`src/core/dac_value_pkg.sv`:
```
// ***********************************************
// shared constants of the channel value bank
// ***********************************************
package dac_value_pkg;

   // ***********************************************
   // geometry
   // ***********************************************
   localparam int NUM_CH    = 16;
   localparam int CODE_W    = 16;
   localparam int TRIM_W    = 12;
   localparam int ADDR_W    = 9;
   localparam int NV_WORDS  = 48;
   localparam int NV_IDX_W  = 6;

   // ***********************************************
   // array base offsets, byte addresses, stride 2
   // ***********************************************
   localparam logic [8:0] IMM_BASE       = 9'h040;
   localparam logic [8:0] TRG_BASE       = 9'h060;
   localparam logic [8:0] OFS_TRIM_BASE  = 9'h080;
   localparam logic [8:0] GAIN_TRIM_BASE = 9'h0A0;
   localparam logic [8:0] VOFS_CAL_BASE  = 9'h100;
   localparam logic [8:0] VGAIN_CAL_BASE = 9'h120;
   localparam logic [8:0] IOFS_CAL_BASE  = 9'h140;

   // address fields: array select and channel select
   localparam int ARR_LSB = 5;
   localparam int CH_LSB  = 1;

   // ***********************************************
   // trim codes and reset values
   // ***********************************************
   localparam logic [11:0] OFS_TRIM_NOM   = 12'h300;
   localparam logic [11:0] GAIN_TRIM_NOM  = 12'h800;
   localparam logic [11:0] VOFS_CAL_NOM   = 12'h800;
   localparam logic [15:0] CODE_RST       = 16'h0000;
   localparam logic [11:0] OFS_TRIM_RST   = OFS_TRIM_NOM;
   localparam logic [11:0] GAIN_TRIM_RST  = GAIN_TRIM_NOM;

   // full scale of a channel: millivolts or microamps
   localparam int FS_VOLT_MV = 16000;
   localparam int FS_CURR_UA = 20000;

   // calibration copy groups inside the non-volatile index
   localparam logic [1:0] GRP_VOFS  = 2'h0;
   localparam logic [1:0] GRP_VGAIN = 2'h1;
   localparam logic [1:0] GRP_IOFS  = 2'h2;

   // power-on copy sequencer
   typedef enum logic [2:0] {
      CP_IDLE = 3'b001,
      CP_RUN  = 3'b010,
      CP_DONE = 3'b100
   } copy_state_t;

endpackage : dac_value_pkg

```
`src/core/nv_cal_store.sv`:
```
`timescale 1ns/1ns
// ***********************************************
// calibration constant store with power-on copy
// ***********************************************
module nv_cal_store
   import dac_value_pkg::*;
(
   // clock and reset
   input  wire logic                clock,
   input  wire logic                sys_rst,
   // write port
   input  wire logic                wr_en,
   input  wire logic [NV_IDX_W-1:0] wr_idx,
   input  wire logic [CODE_W-1:0]   wr_data,
   // copy stream
   output logic                     copy_vld,
   output logic [NV_IDX_W-1:0]      copy_idx,
   output logic [CODE_W-1:0]        copy_data,
   output logic                     copy_done
);

   // contents survive reset on purpose, as the flash does
   logic [CODE_W-1:0]   mem [0:NV_WORDS-1];
   copy_state_t         state_r;
   copy_state_t         state_nxt;
   logic [NV_IDX_W-1:0] idx_r;
   logic [NV_IDX_W-1:0] idx_nxt;
   wire                 last_w = (idx_r == NV_IDX_W'(NV_WORDS - 1));

   // store writes
   always_ff @(posedge clock) begin
      if (wr_en) begin
         mem[wr_idx] <= wr_data;
      end
   end

   // walk every word once after reset
   always_comb begin
      state_nxt = state_r;
      idx_nxt   = idx_r;
      case (state_r)
         CP_IDLE: state_nxt = CP_RUN;
         CP_RUN: begin
            idx_nxt = idx_r + NV_IDX_W'(1);
            if (last_w) begin
               state_nxt = CP_DONE;
            end
         end
         CP_DONE: state_nxt = CP_DONE;
         default: state_nxt = CP_IDLE;
      endcase
   end

   always_ff @(posedge clock) begin
      if (sys_rst) begin
         state_r   <= CP_IDLE;
         idx_r     <= '0;
         copy_vld  <= 1'b0;
         copy_idx  <= '0;
         copy_data <= '0;
         copy_done <= 1'b0;
      end else begin
         state_r   <= state_nxt;
         idx_r     <= idx_nxt;
         copy_vld  <= (state_r == CP_RUN);
         copy_idx  <= idx_r;
         copy_data <= mem[idx_r];
         copy_done <= (state_r == CP_RUN) && last_w;
      end
   end

endmodule : nv_cal_store

```
`src/core/dac_value_regs.sv`:
```
`timescale 1ns/1ns
// Functional notes
// - sixteen write-only immediate words, stride 2, drive the channel at once.
// - every output word is a signed two's complement code.
// - full scale is 16 volts in voltage mode, 20 milliamps in current mode.
// - sixteen triggered words are held until the next trigger event.
// - one trigger applies all pending channels in the same cycle.
// - offset trims use the low 12 bits, apply at once.
// - offset code 0 max positive, 300 hex zero, FFF max negative.
// - gain trims 12 bits at once; 0 minimum, 800 hex nominal, FFF maximum.
// - sixteen stored voltage offset constants, 12 bits, 800 hex is zero.
// - sixteen stored voltage gain constants, 12 bits, zero to all ones.
// - sixteen stored current offset constants accept written values.
// - stored constants are copied at power-on; only the copy is used.
// - an immediate write outputs at once and clears the pending flag.
// - a triggered write sets the pending flag; clear flags ignore triggers.
module dac_value_regs
   import dac_value_pkg::*;
(
   // clock and reset
   input  wire logic                           clock,
   input  wire logic                           sys_rst,
   // register write port
   input  wire logic                           reg_wr_stb,
   input  wire logic [ADDR_W-1:0]              reg_addr,
   input  wire logic [CODE_W-1:0]              reg_wdata,
   // trigger and channel modes from the card logic
   input  wire logic                           trig_evt,
   input  wire logic [NUM_CH-1:0]              chan_mode_volt,
   // channel outputs
   output logic [NUM_CH-1:0][CODE_W-1:0]       out_code_r,
   output logic [NUM_CH-1:0]                   out_neg_r,
   output logic [NUM_CH-1:0]                   unit_volt_r,
   output logic [NUM_CH-1:0]                   trigger_pending_flag_r,
   // trims and their decoded deltas
   output logic [NUM_CH-1:0][TRIM_W-1:0]       ofs_trim_r,
   output logic [NUM_CH-1:0][TRIM_W-1:0]       gain_trim_r,
   output logic [NUM_CH-1:0][TRIM_W:0]         ofs_delta_r,
   output logic [NUM_CH-1:0][TRIM_W:0]         gain_delta_r,
   // working copies of the calibration constants
   output logic [NUM_CH-1:0][TRIM_W-1:0]       vofs_work_r,
   output logic [NUM_CH-1:0][TRIM_W:0]         vofs_delta_r,
   output logic [NUM_CH-1:0][TRIM_W-1:0]       vgain_work_r,
   output logic [NUM_CH-1:0][CODE_W-1:0]       iofs_work_r,
   output logic                                cal_ready_r
);

   // ***********************************************
   // helpers
   // ***********************************************
   // even address inside a 32-byte array window
   function automatic logic in_array(input logic [ADDR_W-1:0] a,
                                     input logic [ADDR_W-1:0] base);
      return (a[ADDR_W-1:ARR_LSB] == base[ADDR_W-1:ARR_LSB]) && !a[0];
   endfunction : in_array

   // signed distance of a 12-bit code from another, 13 bits
   function automatic logic [TRIM_W:0] trim_delta(input logic [TRIM_W-1:0] a,
                                                  input logic [TRIM_W-1:0] b);
      return {1'b0, a} - {1'b0, b};
   endfunction : trim_delta

   // ***********************************************
   // address decode
   // ***********************************************
   // odd or unmapped addresses fall through every hit and are dropped
   wire [3:0]  wr_ch      = reg_addr[CH_LSB+3:CH_LSB];
   wire        imm_hit    = reg_wr_stb && in_array(reg_addr, IMM_BASE);
   wire        trg_hit    = reg_wr_stb && in_array(reg_addr, TRG_BASE);
   wire        ofs_hit    = reg_wr_stb && in_array(reg_addr, OFS_TRIM_BASE);
   wire        gain_hit   = reg_wr_stb && in_array(reg_addr, GAIN_TRIM_BASE);
   wire        nv_hit     = reg_wr_stb && (in_array(reg_addr, VOFS_CAL_BASE)
                                        || in_array(reg_addr, VGAIN_CAL_BASE)
                                        || in_array(reg_addr, IOFS_CAL_BASE));
   wire [NV_IDX_W-1:0] nv_idx = {reg_addr[ARR_LSB+1:ARR_LSB], wr_ch};
   wire [NUM_CH-1:0]   ch_sel = NUM_CH'(1) << wr_ch;

   // trigger reaches only channels with a pending word
   wire [NUM_CH-1:0] apply_w = trigger_pending_flag_r & {NUM_CH{trig_evt}};

   // ***********************************************
   // per-channel next values
   // ***********************************************
   logic [NUM_CH-1:0][CODE_W-1:0] held_r;
   logic [NUM_CH-1:0][CODE_W-1:0] held_nxt;
   logic [NUM_CH-1:0][CODE_W-1:0] out_code_nxt;
   logic [NUM_CH-1:0]             pend_nxt;
   // word-wide copy of apply_w, read only by the checks
   logic [NUM_CH-1:0][CODE_W-1:0] apply_mask_w;

   genvar gi;
   generate
      for (gi = 0; gi < NUM_CH; gi++) begin : g_ch
         // immediate write beats a trigger landing in the same cycle
         assign out_code_nxt[gi] = (imm_hit && ch_sel[gi]) ? reg_wdata
                                 : apply_w[gi]             ? held_r[gi]
                                 : out_code_r[gi];
         assign held_nxt[gi]     = (trg_hit && ch_sel[gi]) ? reg_wdata : held_r[gi];
         assign apply_mask_w[gi] = {CODE_W{apply_w[gi]}};
         // a fresh triggered write survives a trigger in its own cycle
         assign pend_nxt[gi]     = (trg_hit && ch_sel[gi]) ? 1'b1
                                 : (imm_hit && ch_sel[gi]) ? 1'b0
                                 : apply_w[gi]             ? 1'b0
                                 : trigger_pending_flag_r[gi];
      end
   endgenerate

   // ***********************************************
   // main output words
   // ***********************************************
   always_ff @(posedge clock) begin
      if (sys_rst) begin
         out_code_r             <= {NUM_CH{CODE_RST}};
         held_r                 <= {NUM_CH{CODE_RST}};
         trigger_pending_flag_r <= '0;
         out_neg_r              <= '0;
         unit_volt_r            <= '0;
      end else begin
         out_code_r             <= out_code_nxt;
         held_r                 <= held_nxt;
         trigger_pending_flag_r <= pend_nxt;
         for (int i = 0; i < NUM_CH; i++) begin
            out_neg_r[i] <= out_code_nxt[i][CODE_W-1];
         end
         // selects the 16 V or 20 mA full-scale range of each channel
         unit_volt_r            <= chan_mode_volt;
      end
   end

   // ***********************************************
   // trims, applied at once, upper four bits dropped
   // ***********************************************
   always_ff @(posedge clock) begin
      if (sys_rst) begin
         ofs_trim_r   <= {NUM_CH{OFS_TRIM_RST}};
         gain_trim_r  <= {NUM_CH{GAIN_TRIM_RST}};
         ofs_delta_r  <= '0;
         gain_delta_r <= '0;
      end else begin
         for (int i = 0; i < NUM_CH; i++) begin
            if (ofs_hit && ch_sel[i]) begin
               ofs_trim_r[i]  <= reg_wdata[TRIM_W-1:0];
               ofs_delta_r[i] <= trim_delta(OFS_TRIM_NOM, reg_wdata[TRIM_W-1:0]);
            end
            if (gain_hit && ch_sel[i]) begin
               gain_trim_r[i]  <= reg_wdata[TRIM_W-1:0];
               gain_delta_r[i] <= trim_delta(reg_wdata[TRIM_W-1:0], GAIN_TRIM_NOM);
            end
         end
      end
   end

   // ***********************************************
   // calibration store and power-on working copy
   // ***********************************************
   logic                copy_vld;
   logic [NV_IDX_W-1:0] copy_idx;
   logic [CODE_W-1:0]   copy_data;
   logic                copy_done;

   // stored words change only here; the working copy is not refreshed
   nv_cal_store u_store (
      .clock     (clock),
      .sys_rst   (sys_rst),
      .wr_en     (nv_hit),
      .wr_idx    (nv_idx),
      .wr_data   (reg_wdata),
      .copy_vld  (copy_vld),
      .copy_idx  (copy_idx),
      .copy_data (copy_data),
      .copy_done (copy_done)
   );

   wire [1:0] cp_grp = copy_idx[NV_IDX_W-1:4];
   wire [3:0] cp_ch  = copy_idx[3:0];

   always_ff @(posedge clock) begin
      if (sys_rst) begin
         vofs_work_r  <= {NUM_CH{VOFS_CAL_NOM}};
         vofs_delta_r <= '0;
         vgain_work_r <= '0;
         iofs_work_r  <= '0;
         cal_ready_r  <= 1'b0;
      end else begin
         if (copy_vld && cp_grp == GRP_VOFS) begin
            vofs_work_r[cp_ch]  <= copy_data[TRIM_W-1:0];
            vofs_delta_r[cp_ch] <= trim_delta(VOFS_CAL_NOM, copy_data[TRIM_W-1:0]);
         end
         if (copy_vld && cp_grp == GRP_VGAIN) begin
            vgain_work_r[cp_ch] <= copy_data[TRIM_W-1:0];
         end
         if (copy_vld && cp_grp == GRP_IOFS) begin
            iofs_work_r[cp_ch]  <= copy_data;
         end
         if (copy_done) begin
            cal_ready_r <= 1'b1;
         end
      end
   end
endmodule : dac_value_regs

```
`config.mk`:
```
export PLATFORM = sky130hd
export DESIGN_NAME = dac_value_regs
export DESIGN_NICKNAME = d
export VERILOG_FILES = /design/src/core/dac_value_pkg.sv /design/src/core/nv_cal_store.sv /design/src/core/dac_value_regs.sv
export SDC_FILE = /design/constraint.sdc
export NUM_CORES = 2
export LEC_CHECK = 0
export BUFFER_PORTS_ARGS = -buffer_cell sky130_fd_sc_hd__buf_4
export CORE_AREA = 2 2 781 783
export CTS_BUF_LIST = sky130_fd_sc_hd__clkbuf_2 sky130_fd_sc_hd__clkbuf_4 sky130_fd_sc_hd__clkbuf_8
export CTS_CLUSTER_DIAMETER = 120
export CTS_CLUSTER_SIZE = 8
export DETAILED_ROUTE_END_ITERATION = 8
export DIE_AREA = 0 0 783 785
export GPL_ROUTABILITY_DRIVEN = 0
export HOLD_SLACK_MARGIN = 0.05
export PLACE_DENSITY_LB_ADDON = 0.2
export SLEW_MARGIN = 5
export SYNTH_ARGS = -nofsm -noshare
export SYNTH_HDL_FRONTEND = slang
export SYNTH_SLANG_ARGS = --single-unit
```
`constraint.sdc`:
```
create_clock -name clock -period 2.4 [get_ports clock]
set_input_delay 0.36 -clock clock [delete_from_list [all_inputs] [get_ports clock]]
set_output_delay 0.36 -clock clock [all_outputs]
set_load 0.05 [all_outputs]
```
==> key figures <==
Global routing
  – Total GRT Usage: 17.9%
  – Initial antenna violation count: 47
  – Number of global-route vias before repair: 83000
  – First-pass GRT wire length: 764 mm
  – Largest net degree at the start of global routing: 159
  – Total congestion overflow: 0

Clock tree
  – Cts bufs inserted: 389
  – CTS tree: built
  – Clk slew on worst S/H paths: 0.08 ns
  – CTS sink cnt: 2770
  – Maximum clock insertion buffer count: 4
  – CTS root buf: clkbuf_8
  – Worst-Skew Late Latency: 1.21 ns
  – Depth of the CTS H-tree: 5

Setup path
  – CP endpoint kind: flop
  – Critical-path cell list: buf_12 -> buf_12 -> mux4_2 -> mux2_2 -> a21oi_1 -> o21ai_0 -> a32o_1
  – Max Fanout on Critical Path: 12
  – Worst-case reg-to-reg path depth: 7
  – Delay-heaviest family, CP: multiplexers
  – Crit Path Category: reg2reg
  – Slowest stage delay, CP: 0.50 ns
  – Reg2reg end: u_store.copy_data[12]
  – Reg2reg setup slack: 0.04 ns
  – Worst path most repeated cell: buf_12
  – CP required: 3.41 ns
  – CP Data Arrival Time: 3.36 ns
  – R2R Path Start: u_store.idx_r[1]
  – Critical path buffer and inverter count: 2
  – Max stage delay cell, worst path: mux4_2
  – Worst setup SP type: flop

Hold path
  – Hold Path Sink: out_code_r[149]
  – Min-delay src: trig_evt
  – Hold Path Class: in2reg
  – Hold path cells: 4

Run status
  – Status: finished, final reports clean

Route
  – DRT iter0 DRCs: 6134
  – # DRC: 0
  – WL/cell: 28.0 um
  – Routed WL: 580 mm
  – Routed via count: 86300
  – Antenna-violating nets left: 0
  – DR vias/cell: 4.16
  – First-pass detailed-route iteration total: 6

Yosys
  – Seq/Total Area, Yosys: 60.7%
  – Yosys warns: 0
  – EDFF count, synth: 768
  – Syn Inst Count: 10400
  – Count leader, synth: nand2_1
  – Top cells by area, synth: dfxtp_1 (39%), edfxtp_1 (22%), nand2_1 (8.4%), a21oi_1 (5.9%), mux2i_1 (3.9%)
  – Mean Syn Cell Area: 9.98 sq um
  – Synth top cells by count: nand2_1 (2334), dfxtp_1 (2002), a21oi_1 (1232), nor2_1 (986), clkbuf_1 (798)
  – Mapped Area: 104000 sq um
  – Post-Synthesis Net Count: 10500
  – Synth cell types: 61
  – Async set-or-reset flop fraction in the synthesized netlist: 0%
  – Synth area leader: dfxtp_1
  – Yosys top cell area share: 38.5%
  – Primary FF master, synth: dfxtp_1
  – Synthesis-stage register bit count: 2770

STA
  – Count of final max-slew check failures: 0
  – Fin Clk Skew: 0.133 ns
  – Crit share post-route: 98.3%
  – F_max: 424 MHz
  – Minimum clock period after layout: 2.36 ns
  – Endpoints failing hold: 0
  – Worst slew pin tran: 0.931 ns
  – Final setup violation count: 0
  – Rel. slew slack: 38.0%
  – RSZ-0062 raised after global routing: false

Floorplan
  – Total core area: 605000 sq um
  – Initial Util: 17.2%
  – Die area: 615000 sq um
  – Die Span Y: 785 um
  – IO Pins: 1998
  – Die W: 783 um
  – Rows: 286

Place
  – Dpl cells: 20100
  – Half-perimeter wire length after placement: 411 mm
  – Port-buffer cells: 1997

Layout
  – Finished Layout Cells: 20700
  – Area Overhead vs Synth: 36.9%
  – FF/Latch Area: 63500 sq um
  – Utilization after layout: 23.5%
  – Fraction of layout cells with a size suffix above 1: 30.4%
  – Fillers: 65600
  – Nets: 12600
  – Area of the multi-input gates: 36200 sq um

Pwr
  – Power Dens Cells: 650 nW/um^2
  – Peak supply drop: 475 uV
  – LEAKAGE: 52.7 nW

Job
  – Max_cap viols: 0
==> layout by cell type, fill, tap and decap left out, types with 42 or more instances in the layout <==
cell type and instances:
nand3_1 650, clkbuf_8 392, edfxtp_1 768, dfxtp_1 1798, dlygate4sd3_1 74, nor2b_1 42
buf_12 282, mux2i_1 402, a21oi_1 1229, buf_4 2418, nor2_1 948, dfxtp_2 148
dfxtp_4 56, clkbuf_4 75, nand2_1 2325, a211oi_1 80, mux4_2 178, buf_6 86
a311oi_1 256
==> area by class of cell <==
cell class,instances,share of cell area [%]
antenna,19,0.0334
multi-input combinational,6472,25.4
inverter,9,0.0272
clock buffer,466,4.18
clock inverter,38,0.376
sequential,2770,44.6
tap,8064,7.09
timing repair buffer,2883,18.2
==> timing repair <==
action | 4_1_cts | 5_1_grt
gates cloned | 2 | 4
pin swaps | 1 | 6
hold buffers | 77 | 0
setup buffers | 18 | 26
hold endpoints to repair | 2403 | 0
endpoints found under the setup margin | 283 | 31
resized for setup | 368 | 27
==> worst reg2reg max path, cell delays in order (launching register included) <==
cell,delay (ns)
dfxtp_4,0.37
buf_12,0.13
buf_12,0.16
mux4_2,0.51
mux2_2,0.31
a21oi_1,0.22
o21ai_0,0.20
a32o_1,0.29
==> power breakdown <==
part	switching, mW	total, mW	internal (mW)
registers	0.215	48.2	48.0
clock network	19.8	36.1	16.3
logic	5.53	8.22	2.69
total	25.6	92.5	67.0
==> routing by layer <==
metal  vias to the layer above  track usage [%]  share of wire, %
li1                      39700                -                 -
met1                     43200             21.2                40
met2                      2842             32.6                51
met3                       633             3.44               5.7
met4                         2             4.93               3.0
met5                         -                0            0.0022
==> kinds of logic after synthesis <==
kind of cell / Yosys count / share of synthesized area (%)
compound gates: 1705 / 9.54
buf+inv: 1177 / 5.24
simple gates: 4137 / 16.3
mux: 603 / 7.97
flops: 2770 / 60.7
xor+xnor: 24 / 0.202
fa+ha+maj: 3 / 0.0361
==> through the flow <==
step | TNS [ns] | area, sq um | hold WS (ns) | setup slack [ns] | power [mW]
floorplan | 0 | 104000 | 0.411 | 0.0688 | 52.4
global placement | -35.18 | 134000 | 0.442 | -0.718 | 57.5
detailed placement | -31.77 | 134000 | 0.429 | -0.664 | 57.5
CTS | -0.0519 | 142000 | 0.0775 | -0.0237 | 94.5
global route | 0 | 142000 | 0.167 | 0.0000224 | 96.2
finish | 0 | 142000 | 0.252 | 0.0413 | 92.5
==> registers in the layout (all words and copies together), names as in the netlist, 3 cells and up <==
signal / count
u_store.mem: 768
held_r: 256
iofs_work_r: 256
out_code_r: 241
gain_trim_r: 192
ofs_delta_r: 192
ofs_trim_r: 192
vgain_work_r: 192
vofs_delta_r: 192
vofs_work_r: 192
gain_delta_r: 16
trigger_pending_flag_r: 16
u_store.copy_data: 16
unit_volt_r: 16
out_neg_r: 15
u_store.copy_idx: 6
u_store.idx_r: 6
u_store.state_r: 3
==> worst max-delay path by stage <==
| stage | end | startpoint | slack (ns) | cells past startpoint |
|---|---|---|---|---|
| 2_1_floorplan | vofs_delta_r[95] | u_store.copy_data[0] | 0.07 | 11 |
| 3_3_place_gp | ofs_delta_r[115] | reg_wdata[5] | -0.72 | 9 |
| 3_5_place_dp | ofs_delta_r[115] | reg_wdata[5] | -0.66 | 9 |
| 4_1_cts | vofs_delta_r[39] | vofs_work_r[36] | -0.02 | 1 |
| 5_1_grt | u_store.copy_data[12] | u_store.idx_r[1] | 0.00002 | 7 |
| 6_report | u_store.copy_data[12] | u_store.idx_r[1] | 0.04 | 7 |
No activity file was read; power rests on OpenSTA's default activity.
